`src/logic/afdc_pkg.sv`:
```
`default_nettype none
package afdc_pkg;

  localparam int SMP_W = 24;
  localparam int ACC_W = 56;
  localparam int CNT_W = 32;
  localparam int EXP_W = 6;
  localparam int PWR_W = 5;
  localparam int NPATH = 4;
  localparam int ADDR_W = 12;

  localparam logic [EXP_W-1:0] EXP_MAX = 6'h1F;

  localparam logic [ADDR_W-1:0] OFF_CTRL   = 12'h000;
  localparam logic [ADDR_W-1:0] OFF_STATUS = 12'h004;
  localparam logic [ADDR_W-1:0] OFF_EST0   = 12'h010;
  localparam logic [ADDR_W-1:0] OFF_EST3   = 12'h01C;

  localparam int CTRL_MIN_LSB = 0;
  localparam int CTRL_LOW_LSB = 8;
  localparam int CTRL_UP_LSB  = 16;
  localparam int STAT_HOLD_LSB = 0;
  localparam int STAT_SEEN_LSB = 4;

  localparam logic [3:0]       MIN_RST = 4'h4;
  localparam logic [PWR_W-1:0] LOW_RST = 5'h08;
  localparam logic [PWR_W-1:0] UP_RST  = 5'h14;

  typedef logic signed [SMP_W-1:0] afdc_smp_t;

endpackage
`default_nettype wire

```
`src/logic/afdc_pwrenc.sv`:
```
`timescale 1ns/100ps
`default_nettype none
// Power word in 6 dB steps: index of the highest set magnitude bit plus one, zero for silence.
module afdc_pwrenc (
  input  wire logic [afdc_pkg::SMP_W-1:0] mag,
  output var  logic [afdc_pkg::PWR_W-1:0] pwr
);
  always_comb begin
    pwr = 5'h00;
    for (int i = 0; i < afdc_pkg::SMP_W; i++) begin
      if (mag[i]) begin
        pwr = 5'(i + 1);
      end
    end
  end
endmodule // afdc_pwrenc
`default_nettype wire

```
`src/logic/afdc_satsub.sv`:
```
`timescale 1ns/100ps
`default_nettype none
// Signed difference that clamps to the range limits instead of wrapping.
module afdc_satsub (
  input  wire logic signed [afdc_pkg::SMP_W-1:0] a,
  input  wire logic signed [afdc_pkg::SMP_W-1:0] b,
  output var  logic signed [afdc_pkg::SMP_W-1:0] y
);
  logic signed [afdc_pkg::SMP_W:0] diff;
  always_comb begin
    diff = {a[afdc_pkg::SMP_W-1], a} - {b[afdc_pkg::SMP_W-1], b};
    if (diff[afdc_pkg::SMP_W] != diff[afdc_pkg::SMP_W-1]) begin
      y = diff[afdc_pkg::SMP_W] ? 24'h800000 : 24'h7FFFFF;
    end else begin
      y = diff[afdc_pkg::SMP_W-1:0];
    end
  end
endmodule // afdc_satsub
`default_nettype wire

```
`src/logic/afdc_top.sv`:
```
//
// Behaviour
// - Sits between coefficient filter and serial port, correcting every sample continuously.
// - Accumulate samples until counter zero, then load accumulator with new sample.
// - Subtract held estimate from each sample with saturation, never wrap; an expiry sample gets the estimate it produces.
// - Four paths each own peak, accumulator, subtractor and counter; only the threshold and minimum-period settings are shared.
// - First sample preloads peak with its magnitude, counter with minimum period.
// - Each sample's magnitude replaces the held peak when larger.
// - Counter zero moves accumulator to estimate, restarts accumulator, reloads peak.
// - Peak is encoded into a power word counting 6 dB steps.
// - Below lower threshold, counter cycles at minimum period, updating each expiry.
// - Above upper threshold, counter held at minimum period, no update; an expiry due on that sample is still served and updates.
// - Above upper threshold, estimate in progress discarded, held estimate still used.
// - Back below upper threshold, counting resumes with a fresh accumulation.
// - Between thresholds, each 6 dB rise multiplies the period by four.
// - Period is two to the minimum plus twice the capped excess.
//
// The register offsets and the APB interface to the registers were decided locally.
`timescale 1ns/100ps
`default_nettype none
module afdc_top (
  input  wire logic                              CLOCK,
  input  wire logic                              RST_N,
  input  wire logic                              PSEL,
  input  wire logic                              PENABLE,
  input  wire logic                              PWRITE,
  input  wire logic [afdc_pkg::ADDR_W-1:0]       PADDR,
  input  wire logic [31:0]                       PWDATA,
  output var  logic [31:0]                       PRDATA,
  output var  logic                              PREADY,
  output var  logic                              PSLVERR,
  input  wire logic                              IN_VALID,
  input  wire logic signed [afdc_pkg::SMP_W-1:0] IN_CHAN_A_INPHASE,
  input  wire logic signed [afdc_pkg::SMP_W-1:0] IN_CHAN_A_QUADRATURE,
  input  wire logic signed [afdc_pkg::SMP_W-1:0] IN_CHAN_B_INPHASE,
  input  wire logic signed [afdc_pkg::SMP_W-1:0] IN_CHAN_B_QUADRATURE,
  output var  logic                              OUT_VALID,
  output var  logic signed [afdc_pkg::SMP_W-1:0] OUT_CHAN_A_INPHASE,
  output var  logic signed [afdc_pkg::SMP_W-1:0] OUT_CHAN_A_QUADRATURE,
  output var  logic signed [afdc_pkg::SMP_W-1:0] OUT_CHAN_B_INPHASE,
  output var  logic signed [afdc_pkg::SMP_W-1:0] OUT_CHAN_B_QUADRATURE
);

  //////////////////////////////////////////////////////////////////////////////////////////

  logic [3:0]                    min_q,  min_d;
  logic [afdc_pkg::PWR_W-1:0]    low_q,  low_d;
  logic [afdc_pkg::PWR_W-1:0]    up_q,   up_d;
  logic [31:0]                   prdata_q, prdata_d;
  logic                          pready_q, pready_d;
  logic                          pslverr_q, pslverr_d;
  logic                          valid_q;
  afdc_pkg::afdc_smp_t           in_smp   [afdc_pkg::NPATH];
  afdc_pkg::afdc_smp_t           out_q    [afdc_pkg::NPATH];
  afdc_pkg::afdc_smp_t           out_d    [afdc_pkg::NPATH];
  afdc_pkg::afdc_smp_t           est_q    [afdc_pkg::NPATH];
  logic [afdc_pkg::NPATH-1:0]    hold_q;
  logic [afdc_pkg::NPATH-1:0]    seen_q;

  assign in_smp[0] = IN_CHAN_A_INPHASE;
  assign in_smp[1] = IN_CHAN_A_QUADRATURE;
  assign in_smp[2] = IN_CHAN_B_INPHASE;
  assign in_smp[3] = IN_CHAN_B_QUADRATURE;

  //////////////////////////////////////////////////////////////////////////////////////////
  // Register slave. Zero wait states: the answer is prepared in the setup cycle.

  logic [2:0] est_idx;

  always_comb begin
    min_d     = min_q;
    low_d     = low_q;
    up_d      = up_q;
    prdata_d  = prdata_q;
    pready_d  = 1'b0;
    pslverr_d = 1'b0;
    est_idx   = 3'(PADDR[4:2]);
    if (PSEL && !PENABLE) begin
      pready_d = 1'b1;
      prdata_d = 32'h00000000;
      if (PADDR == afdc_pkg::OFF_CTRL) begin
        prdata_d[afdc_pkg::CTRL_MIN_LSB +: 4]                 = min_q;
        prdata_d[afdc_pkg::CTRL_LOW_LSB +: afdc_pkg::PWR_W]   = low_q;
        prdata_d[afdc_pkg::CTRL_UP_LSB +: afdc_pkg::PWR_W]    = up_q;
      end else if (PADDR == afdc_pkg::OFF_STATUS) begin
        prdata_d[afdc_pkg::STAT_HOLD_LSB +: afdc_pkg::NPATH]  = hold_q;
        prdata_d[afdc_pkg::STAT_SEEN_LSB +: afdc_pkg::NPATH]  = seen_q;
      end else if (PADDR >= afdc_pkg::OFF_EST0 && PADDR <= afdc_pkg::OFF_EST3 &&
                   PADDR[1:0] == 2'h0) begin
        prdata_d = {{(32 - afdc_pkg::SMP_W){est_q[est_idx[1:0]][afdc_pkg::SMP_W-1]}},
                    est_q[est_idx[1:0]]};
      end else begin
        pslverr_d = 1'b1;
      end
    end
    // Writes land only at the completing access edge.
    if (PSEL && PENABLE && pready_q && PWRITE && PADDR == afdc_pkg::OFF_CTRL) begin
      min_d = PWDATA[afdc_pkg::CTRL_MIN_LSB +: 4];
      low_d = PWDATA[afdc_pkg::CTRL_LOW_LSB +: afdc_pkg::PWR_W];
      up_d  = PWDATA[afdc_pkg::CTRL_UP_LSB +: afdc_pkg::PWR_W];
    end
  end

  always_ff @(posedge CLOCK or negedge RST_N) begin
    if (!RST_N) begin
      min_q     <= afdc_pkg::MIN_RST;
      low_q     <= afdc_pkg::LOW_RST;
      up_q      <= afdc_pkg::UP_RST;
      prdata_q  <= 32'h00000000;
      pready_q  <= 1'b0;
      pslverr_q <= 1'b0;
    end else begin
      min_q     <= min_d;
      low_q     <= low_d;
      up_q      <= up_d;
      prdata_q  <= prdata_d;
      pready_q  <= pready_d;
      pslverr_q <= pslverr_d;
    end
  end

  assign PRDATA  = prdata_q;
  assign PREADY  = pready_q;
  assign PSLVERR = pslverr_q;

  //////////////////////////////////////////////////////////////////////////////////////////
  // Threshold span, shared settings only; every path keeps its own state.

  logic [afdc_pkg::PWR_W-1:0] span;
  logic [afdc_pkg::CNT_W-1:0] min_len;

  always_comb begin
    span    = (up_q > low_q) ? 5'(up_q - low_q) : 5'h00;
    min_len = 32'h00000001 << min_q;
  end

  //////////////////////////////////////////////////////////////////////////////////////////
  // One correction path per stream.

  // What a path does with the sample in hand; unused codes fall back to idle.
  typedef enum logic [2:0] {
    ACT_IDLE  = 3'b000,
    ACT_FIRST = 3'b001,
    ACT_DUMP  = 3'b010,
    ACT_HOLD  = 3'b011,
    ACT_RUN   = 3'b100
  } afdc_act_t;

  for (genvar p = 0; p < afdc_pkg::NPATH; p++) begin : g_path
    logic signed [afdc_pkg::ACC_W-1:0] acc_q, acc_d;
    logic [afdc_pkg::SMP_W-1:0]        peak_q, peak_d;
    logic [afdc_pkg::CNT_W-1:0]        cnt_q, cnt_d;
    logic [afdc_pkg::EXP_W-1:0]        exp_q, exp_d;
    afdc_pkg::afdc_smp_t               est_d;
    logic                              hold_d, seen_d;
    logic [afdc_pkg::SMP_W-1:0]        mag, peak_new;
    logic [afdc_pkg::PWR_W-1:0]        pwr, excess;
    logic [afdc_pkg::EXP_W-1:0]        exp_new;
    logic signed [afdc_pkg::ACC_W-1:0] smp_ext, shifted;
    afdc_pkg::afdc_smp_t               diff;

    afdc_pwrenc u_enc (
      .mag (peak_new),
      .pwr (pwr)
    );

    afdc_satsub u_sub (
      .a (in_smp[p]),
      .b (est_d),
      .y (diff)
    );

    // An expiry is served before the threshold test, so a finished estimate is never lost.
    afdc_act_t act;

    always_comb begin
      act = ACT_IDLE;
      if (IN_VALID) begin
        if (!seen_q[p]) begin
          act = ACT_FIRST;
        end else if (cnt_q == 32'h00000000) begin
          act = ACT_DUMP;
        end else if (pwr > up_q) begin
          act = ACT_HOLD;
        end else begin
          act = ACT_RUN;
        end
      end
    end

    always_comb begin
      smp_ext  = {{(afdc_pkg::ACC_W - afdc_pkg::SMP_W){in_smp[p][afdc_pkg::SMP_W-1]}},
                  in_smp[p]};
      mag      = in_smp[p][afdc_pkg::SMP_W-1] ? 24'(~in_smp[p] + 24'h000001) : in_smp[p];
      peak_new = (mag > peak_q) ? mag : peak_q;
      excess   = (pwr > low_q) ? 5'(pwr - low_q) : 5'h00;
      if (excess > span) begin
        excess = span;
      end
      exp_new  = 6'({2'h0, min_q} + {excess, 1'b0});
      if (exp_new > afdc_pkg::EXP_MAX) begin
        exp_new = afdc_pkg::EXP_MAX;
      end
      shifted  = acc_q >>> exp_q;
    end

    always_comb begin
      unique case (act)
        ACT_IDLE:  acc_d = acc_q;
        ACT_FIRST: acc_d = smp_ext;
        ACT_DUMP:  acc_d = smp_ext;
        ACT_HOLD:  acc_d = smp_ext;
        ACT_RUN:   acc_d = acc_q + smp_ext;
        default:   acc_d = acc_q;
      endcase
    end

    // Peak is re-seeded each held sample, or a single burst would lock the path forever.
    always_comb begin
      unique case (act)
        ACT_IDLE:  peak_d = peak_q;
        ACT_FIRST: peak_d = mag;
        ACT_DUMP:  peak_d = mag;
        ACT_HOLD:  peak_d = mag;
        ACT_RUN:   peak_d = peak_new;
        default:   peak_d = peak_q;
      endcase
    end

    always_comb begin
      cnt_d = cnt_q;
      exp_d = exp_q;
      unique case (act)
        ACT_IDLE: begin
          cnt_d = cnt_q;
        end
        ACT_FIRST, ACT_DUMP: begin
          cnt_d = min_len - 32'h00000001;
          exp_d = 6'(min_q);
        end
        ACT_HOLD: begin
          cnt_d = min_len - 32'h00000001;
          exp_d = 6'(min_q);
        end
        ACT_RUN: begin
          if (exp_new > exp_q) begin
            // Remaining count grows by the difference, so the window reaches four times per step.
            cnt_d = cnt_q + (32'h00000001 << exp_new) - (32'h00000001 << exp_q) - 32'h00000001;
            exp_d = exp_new;
          end else begin
            cnt_d = cnt_q - 32'h00000001;
          end
        end
        default: begin
          cnt_d = cnt_q;
        end
      endcase
    end

    always_comb begin
      unique case (act)
        ACT_IDLE:  est_d = est_q[p];
        ACT_FIRST: est_d = est_q[p];
        ACT_DUMP:  est_d = shifted[afdc_pkg::SMP_W-1:0];
        ACT_HOLD:  est_d = est_q[p];
        ACT_RUN:   est_d = est_q[p];
        default:   est_d = est_q[p];
      endcase
    end

    always_comb begin
      seen_d = seen_q[p];
      hold_d = hold_q[p];
      unique case (act)
        ACT_IDLE: begin
          hold_d = hold_q[p];
        end
        ACT_FIRST: begin
          seen_d = 1'b1;
          hold_d = 1'b0;
        end
        ACT_DUMP: begin
          hold_d = 1'b0;
        end
        ACT_HOLD: begin
          hold_d = 1'b1;
        end
        ACT_RUN: begin
          hold_d = 1'b0;
        end
        default: begin
          hold_d = hold_q[p];
        end
      endcase
    end

    // The estimate that this very sample produces is already the one subtracted.
    always_comb begin
      out_d[p] = out_q[p];
      if (IN_VALID) begin
        out_d[p] = diff;
      end
    end

    always_ff @(posedge CLOCK or negedge RST_N) begin
      if (!RST_N) begin
        acc_q  <= 56'h00000000000000;
        peak_q <= 24'h000000;
        cnt_q  <= 32'h00000000;
        exp_q  <= 6'h00;
      end else begin
        acc_q  <= acc_d;
        peak_q <= peak_d;
        cnt_q  <= cnt_d;
        exp_q  <= exp_d;
      end
    end

    always_ff @(posedge CLOCK or negedge RST_N) begin
      if (!RST_N) begin
        est_q[p] <= 24'h000000;
      end else begin
        est_q[p] <= est_d;
      end
    end

    always_ff @(posedge CLOCK or negedge RST_N) begin
      if (!RST_N) begin
        hold_q[p] <= 1'b0;
        seen_q[p] <= 1'b0;
        out_q[p]  <= 24'h000000;
      end else begin
        hold_q[p] <= hold_d;
        seen_q[p] <= seen_d;
        out_q[p]  <= out_d[p];
      end
    end
  end

  //////////////////////////////////////////////////////////////////////////////////////////

  always_ff @(posedge CLOCK or negedge RST_N) begin
    if (!RST_N) begin
      valid_q <= 1'b0;
    end else begin
      valid_q <= IN_VALID;
    end
  end

  assign OUT_VALID             = valid_q;
  assign OUT_CHAN_A_INPHASE    = out_q[0];
  assign OUT_CHAN_A_QUADRATURE = out_q[1];
  assign OUT_CHAN_B_INPHASE    = out_q[2];
  assign OUT_CHAN_B_QUADRATURE = out_q[3];

endmodule // afdc_top
`default_nettype wire

```
`config.mk`:
```
export PLATFORM = sky130hd
export DESIGN_NAME = afdc_top
export DESIGN_NICKNAME = d
export VERILOG_FILES = /design/src/logic/afdc_pkg.sv /design/src/logic/afdc_pwrenc.sv /design/src/logic/afdc_satsub.sv /design/src/logic/afdc_top.sv
export SDC_FILE = /design/constraint.sdc
export NUM_CORES = 2
export LEC_CHECK = 0
export ABC_AREA = 1
export BUFFER_PORTS_ARGS = -buffer_cell sky130_fd_sc_hd__buf_4
export CORE_ASPECT_RATIO = 0.8
export CORE_UTILIZATION = 45
export CTS_CLUSTER_SIZE = 12
export DETAILED_ROUTE_END_ITERATION = 12
export PLACE_DENSITY_LB_ADDON = 0.1
export SYNTH_ARGS = -nofsm -noshare
export SYNTH_HDL_FRONTEND = slang
export SYNTH_SLANG_ARGS = --single-unit
```
`constraint.sdc`:
```
create_clock -name CLOCK -period 10.8 [get_ports CLOCK]
set_input_delay 0 -clock CLOCK [delete_from_list [all_inputs] [get_ports CLOCK]]
set_output_delay 0 -clock CLOCK [all_outputs]
set_load 0.01 [all_outputs]
```
==> results.txt <==
Async set or reset register ratio after synthesis -> 100.0%
Mean Syn Cell Area -> 6.764 sq um
Drt drc -> 0
Tcrit/Tclk final -> 100.6%
Clock Power Share -> 9.7%
Largest net degree at the start of global routing -> 210
Commonest register cell after synthesis -> dfrtp_1
Power Dens Cells -> 357.7 nW/um^2
DRT iter0 DRCs -> 8,564
Chip width -> 475.4 microns
Kind of critical path -> in -> reg
Commonest cells in the netlist -> 2,237 x nand2_1, 1,699 x inv_1, 1,309 x o21ai_0
Net Sw Frac -> 52.30%
RSZ-0062 raised after global routing -> yes
Crit-path max FO -> 6
Initial core utilization -> 45.46%
Violated checks -> negative hold slack, negative setup slack
Worst slew margin -> 11.39%
Final hold vios -> 1
GRT Total Usage -> 34.63%
Yosys warns -> 0
FMAX -> 91.99 MHz
Core ar. -> 177,500 sq um
Clk buf depth -> 3
Count leader, synth -> nand2_1
Routed length per placed instance -> 20.73 microns
CTS Buf Count -> 90
Initial antenna violation count -> 6
Share of the synthesized area in the top cell type -> 21.99%
Post-place setup slack -> -1.322 ns
Routed Antenna Nets -> 0
Nets -> 14,100
Post-layout minimum cycle time -> 10.87 ns
Maximum vdd drop -> 265.7 uV
Slowest cell on the critical path -> dlygate4sd3_1
Max_cap viols -> 0
1st-pass router iterations -> 6
Max H-tree Level -> 3
Final TNS setup -> -0.2205 ns
Critical Path RT -> 11.45 ns
First-pass GRT wire length -> 491,100 microns
Routed vias/inst -> 5.665
Area leader, netlist -> dfrtp_1
Crit end category -> flop
Int Power -> 17.10 mW
Layout cells sized above 1 -> 17.26%
Port Buffers -> 258
EDFF count, synth -> 0
Die Area -> 181,000 sq um
Slew Limit Fails -> 0
Worst-Margin Slew -> 1.315 ns
DR vias -> 88,540
I/O pin count -> 277
Leading post-synthesis cells by cell area -> dfrtp_1 22%, nand2_1 10%, ha_1 10%
Worst-Skew Late Latency -> 0.75 ns
GRT Residual Overflow -> 0
Final wirelength -> 323,900 microns
# rows -> 138
LEAKAGE -> 49.80 nW
# fillers -> 17,450
Final GP Congestion -> 0.9810
Yosys reg bits -> 713
Die height -> 380.7 microns
Seq pwr share -> 12.1%
Data arrival, critical path -> 11.52 ns
Reg clk slew, reported paths -> 0.06 ns
TritonCTS clock tree -> yes
Max incr delay on CP -> 0.54 ns
Final-report setup violation count -> 5
Syn Inst Count -> 11,930
Total Power -> 35.84 mW
Hold WS -> -0.01218 ns
CP Launch Type -> input port
Skew final -> 0.03901 ns
Cell area after synthesis -> 80,680 sq um
Post-synthesis sequential area ratio -> 22.12%
Net Sw Power -> 18.75 mW
Layout area overhead -> 24.21%
HP Class -> in -> reg
Combinational share of power -> 78.2%
Distinct cell type count after synthesis -> 86
Vias in the first global route -> 82,480
Clock sinks -> 713
Setup ws final -> -0.07019 ns
Outcome -> finished, violations left
CTS root buf -> clkbuf_16
Detail Placement HPWL -> 246,700 microns
==> worst paths after layout <==
kind / cells after the start / from / slack, ns / to
setup / recovery: 87 / IN_CHAN_A_INPHASE[20] / -0.07 / g_path[0].cnt_q[28]
hold / removal: 7 / IN_CHAN_A_INPHASE[15] / -0.01 / g_path[0].acc_q[15]
setup reg to reg: 82 / g_path[0].peak_q[3] / 0.03 / g_path[0].cnt_q[28]
hold reg to reg: 2 / g_path[0].peak_q[1] / 0.48 / g_path[0].peak_q[1]
max in group asynchronous: 5 / RST_N / 8.51 / g_path[2].acc_q[28]
min in group asynchronous: 4 / RST_N / 0.52 / g_path[3].peak_q[11]
==> cell usage in the layout, fill, tap and decap left out, types with 32 or more instances in the layout <==
cell type      instances
o21ai_0             1228
a21o_1                40
buf_4               1400
nand4_1              159
o21ai_1              157
nor2_1               996
nand3_2               41
nand2_1             2142
dfrtp_1              705
dlygate4sd3_1        182
xnor2_1               99
a221oi_1              34
nor2_2                42
a22oi_1              166
o21ai_2               59
o22ai_1               89
clkbuf_16             92
xor2_1               311
inv_1               1636
nor3_1                80
o221ai_1              70
mux2i_1              294
a21oi_2               32
o21a_1                52
a31oi_1              126
o211ai_1             132
inv_2                 89
buf_6                 37
a21oi_1              997
fa_1                 132
ha_1                 603
nand2_2              113
nand3_1              304
==> sequential cells by signal (all words and copies together) (netlist names), 5 cells and up <==
register               cells
OUT_CHAN_A_INPHASE        24
OUT_CHAN_A_QUADRATURE     24
OUT_CHAN_B_INPHASE        24
OUT_CHAN_B_QUADRATURE     24
PRDATA                    24
est_q                     96
g_path.acc_q             224
g_path.cnt_q             128
g_path.exp_q              24
g_path.peak_q             96
low_q                      5
up_q                       5
==> stage by stage <==
stage | cells | area (sq um) | utilization, %
2_1_floorplan | 11930 | 80990 | -
3_3_place_gp | 15100 | 91570 | 51.59
3_5_place_dp | 15100 | 91570 | 51.59
4_1_cts | 15530 | 97680 | 55.03
5_1_grt | 15620 | 100200 | 56.45
6_report | 15630 | 100200 | 56.46
==> area by class of cell <==
type | count | area (sq um) | share of cell area, %
Multi-Input combinational cell | 8957 | 56270 | 56.15
Tap cell | 2380 | 2978 | 2.971
Clock buffer | 112 | 2477 | 2.472
Inverter | 1763 | 6689 | 6.675
Clock inverter | 56 | 804.5 | 0.8028
Sequential cell | 713 | 17850 | 17.81
Antenna cell | 8 | 20.02 | 0.01998
Timing Repair Buffer | 1641 | 13120 | 13.09
==> routing by layer <==
layer,track usage (%),wire [microns],vias to the layer above
met3,4.952,24240,510
met5,0,13,-
met1,51.57,153000,42150
li1,-,-,42630
met4,11.87,12520,2
met2,50.44,134100,3253
==> critical path: cells and delay by family <==
kind | cells | cell delay, ns
xor gates and xnor gates | 3 | 0.53
buffers and inverters | 15 | 1.76
AOI/OAI and AO/OA | 26 | 3.61
and+or+nand+nor | 35 | 3.27
adders and majority gates | 8 | 2.28
==> cell families (layout without fill, tap and decap cells) <==
| group | after synthesis | in the layout | synth area share, % |
|---|---|---|---|
| other | 1 | 12 | 0.004648 |
| and+or+nand+nor | 4074 | 4074 | 21.26 |
| adders and majority gates | 784 | 784 | 13.47 |
| DFF | 713 | 713 | 22.12 |
| xor gates and xnor gates | 429 | 429 | 4.694 |
| muxes | 294 | 294 | 3.647 |
| buffers and inverters | 2262 | 3572 | 11.01 |
| AOI/OAI and AO/OA | 3372 | 3372 | 23.79 |
==> power by group through the flow <==
stage	logic, mW	registers, mW	clock network, mW
3_3_place_gp	24.6	4.32	0
6_report	28.0	4.33	3.48
4_1_cts	25.9	4.31	3.53
3_5_place_dp	24.9	4.34	0
5_1_grt	30.9	4.44	3.62
2_1_floorplan	16.5	4.07	0
==> what timing repair did <==
item,4_1_cts,5_1_grt
endpoints found under the setup margin,25,92
buffers inserted,71,100
pin swaps,102,391
hold buffers,189,0
resized for setup,98,486
hold endpoints to repair,316,0
Power figures use the tool's default switching activity.
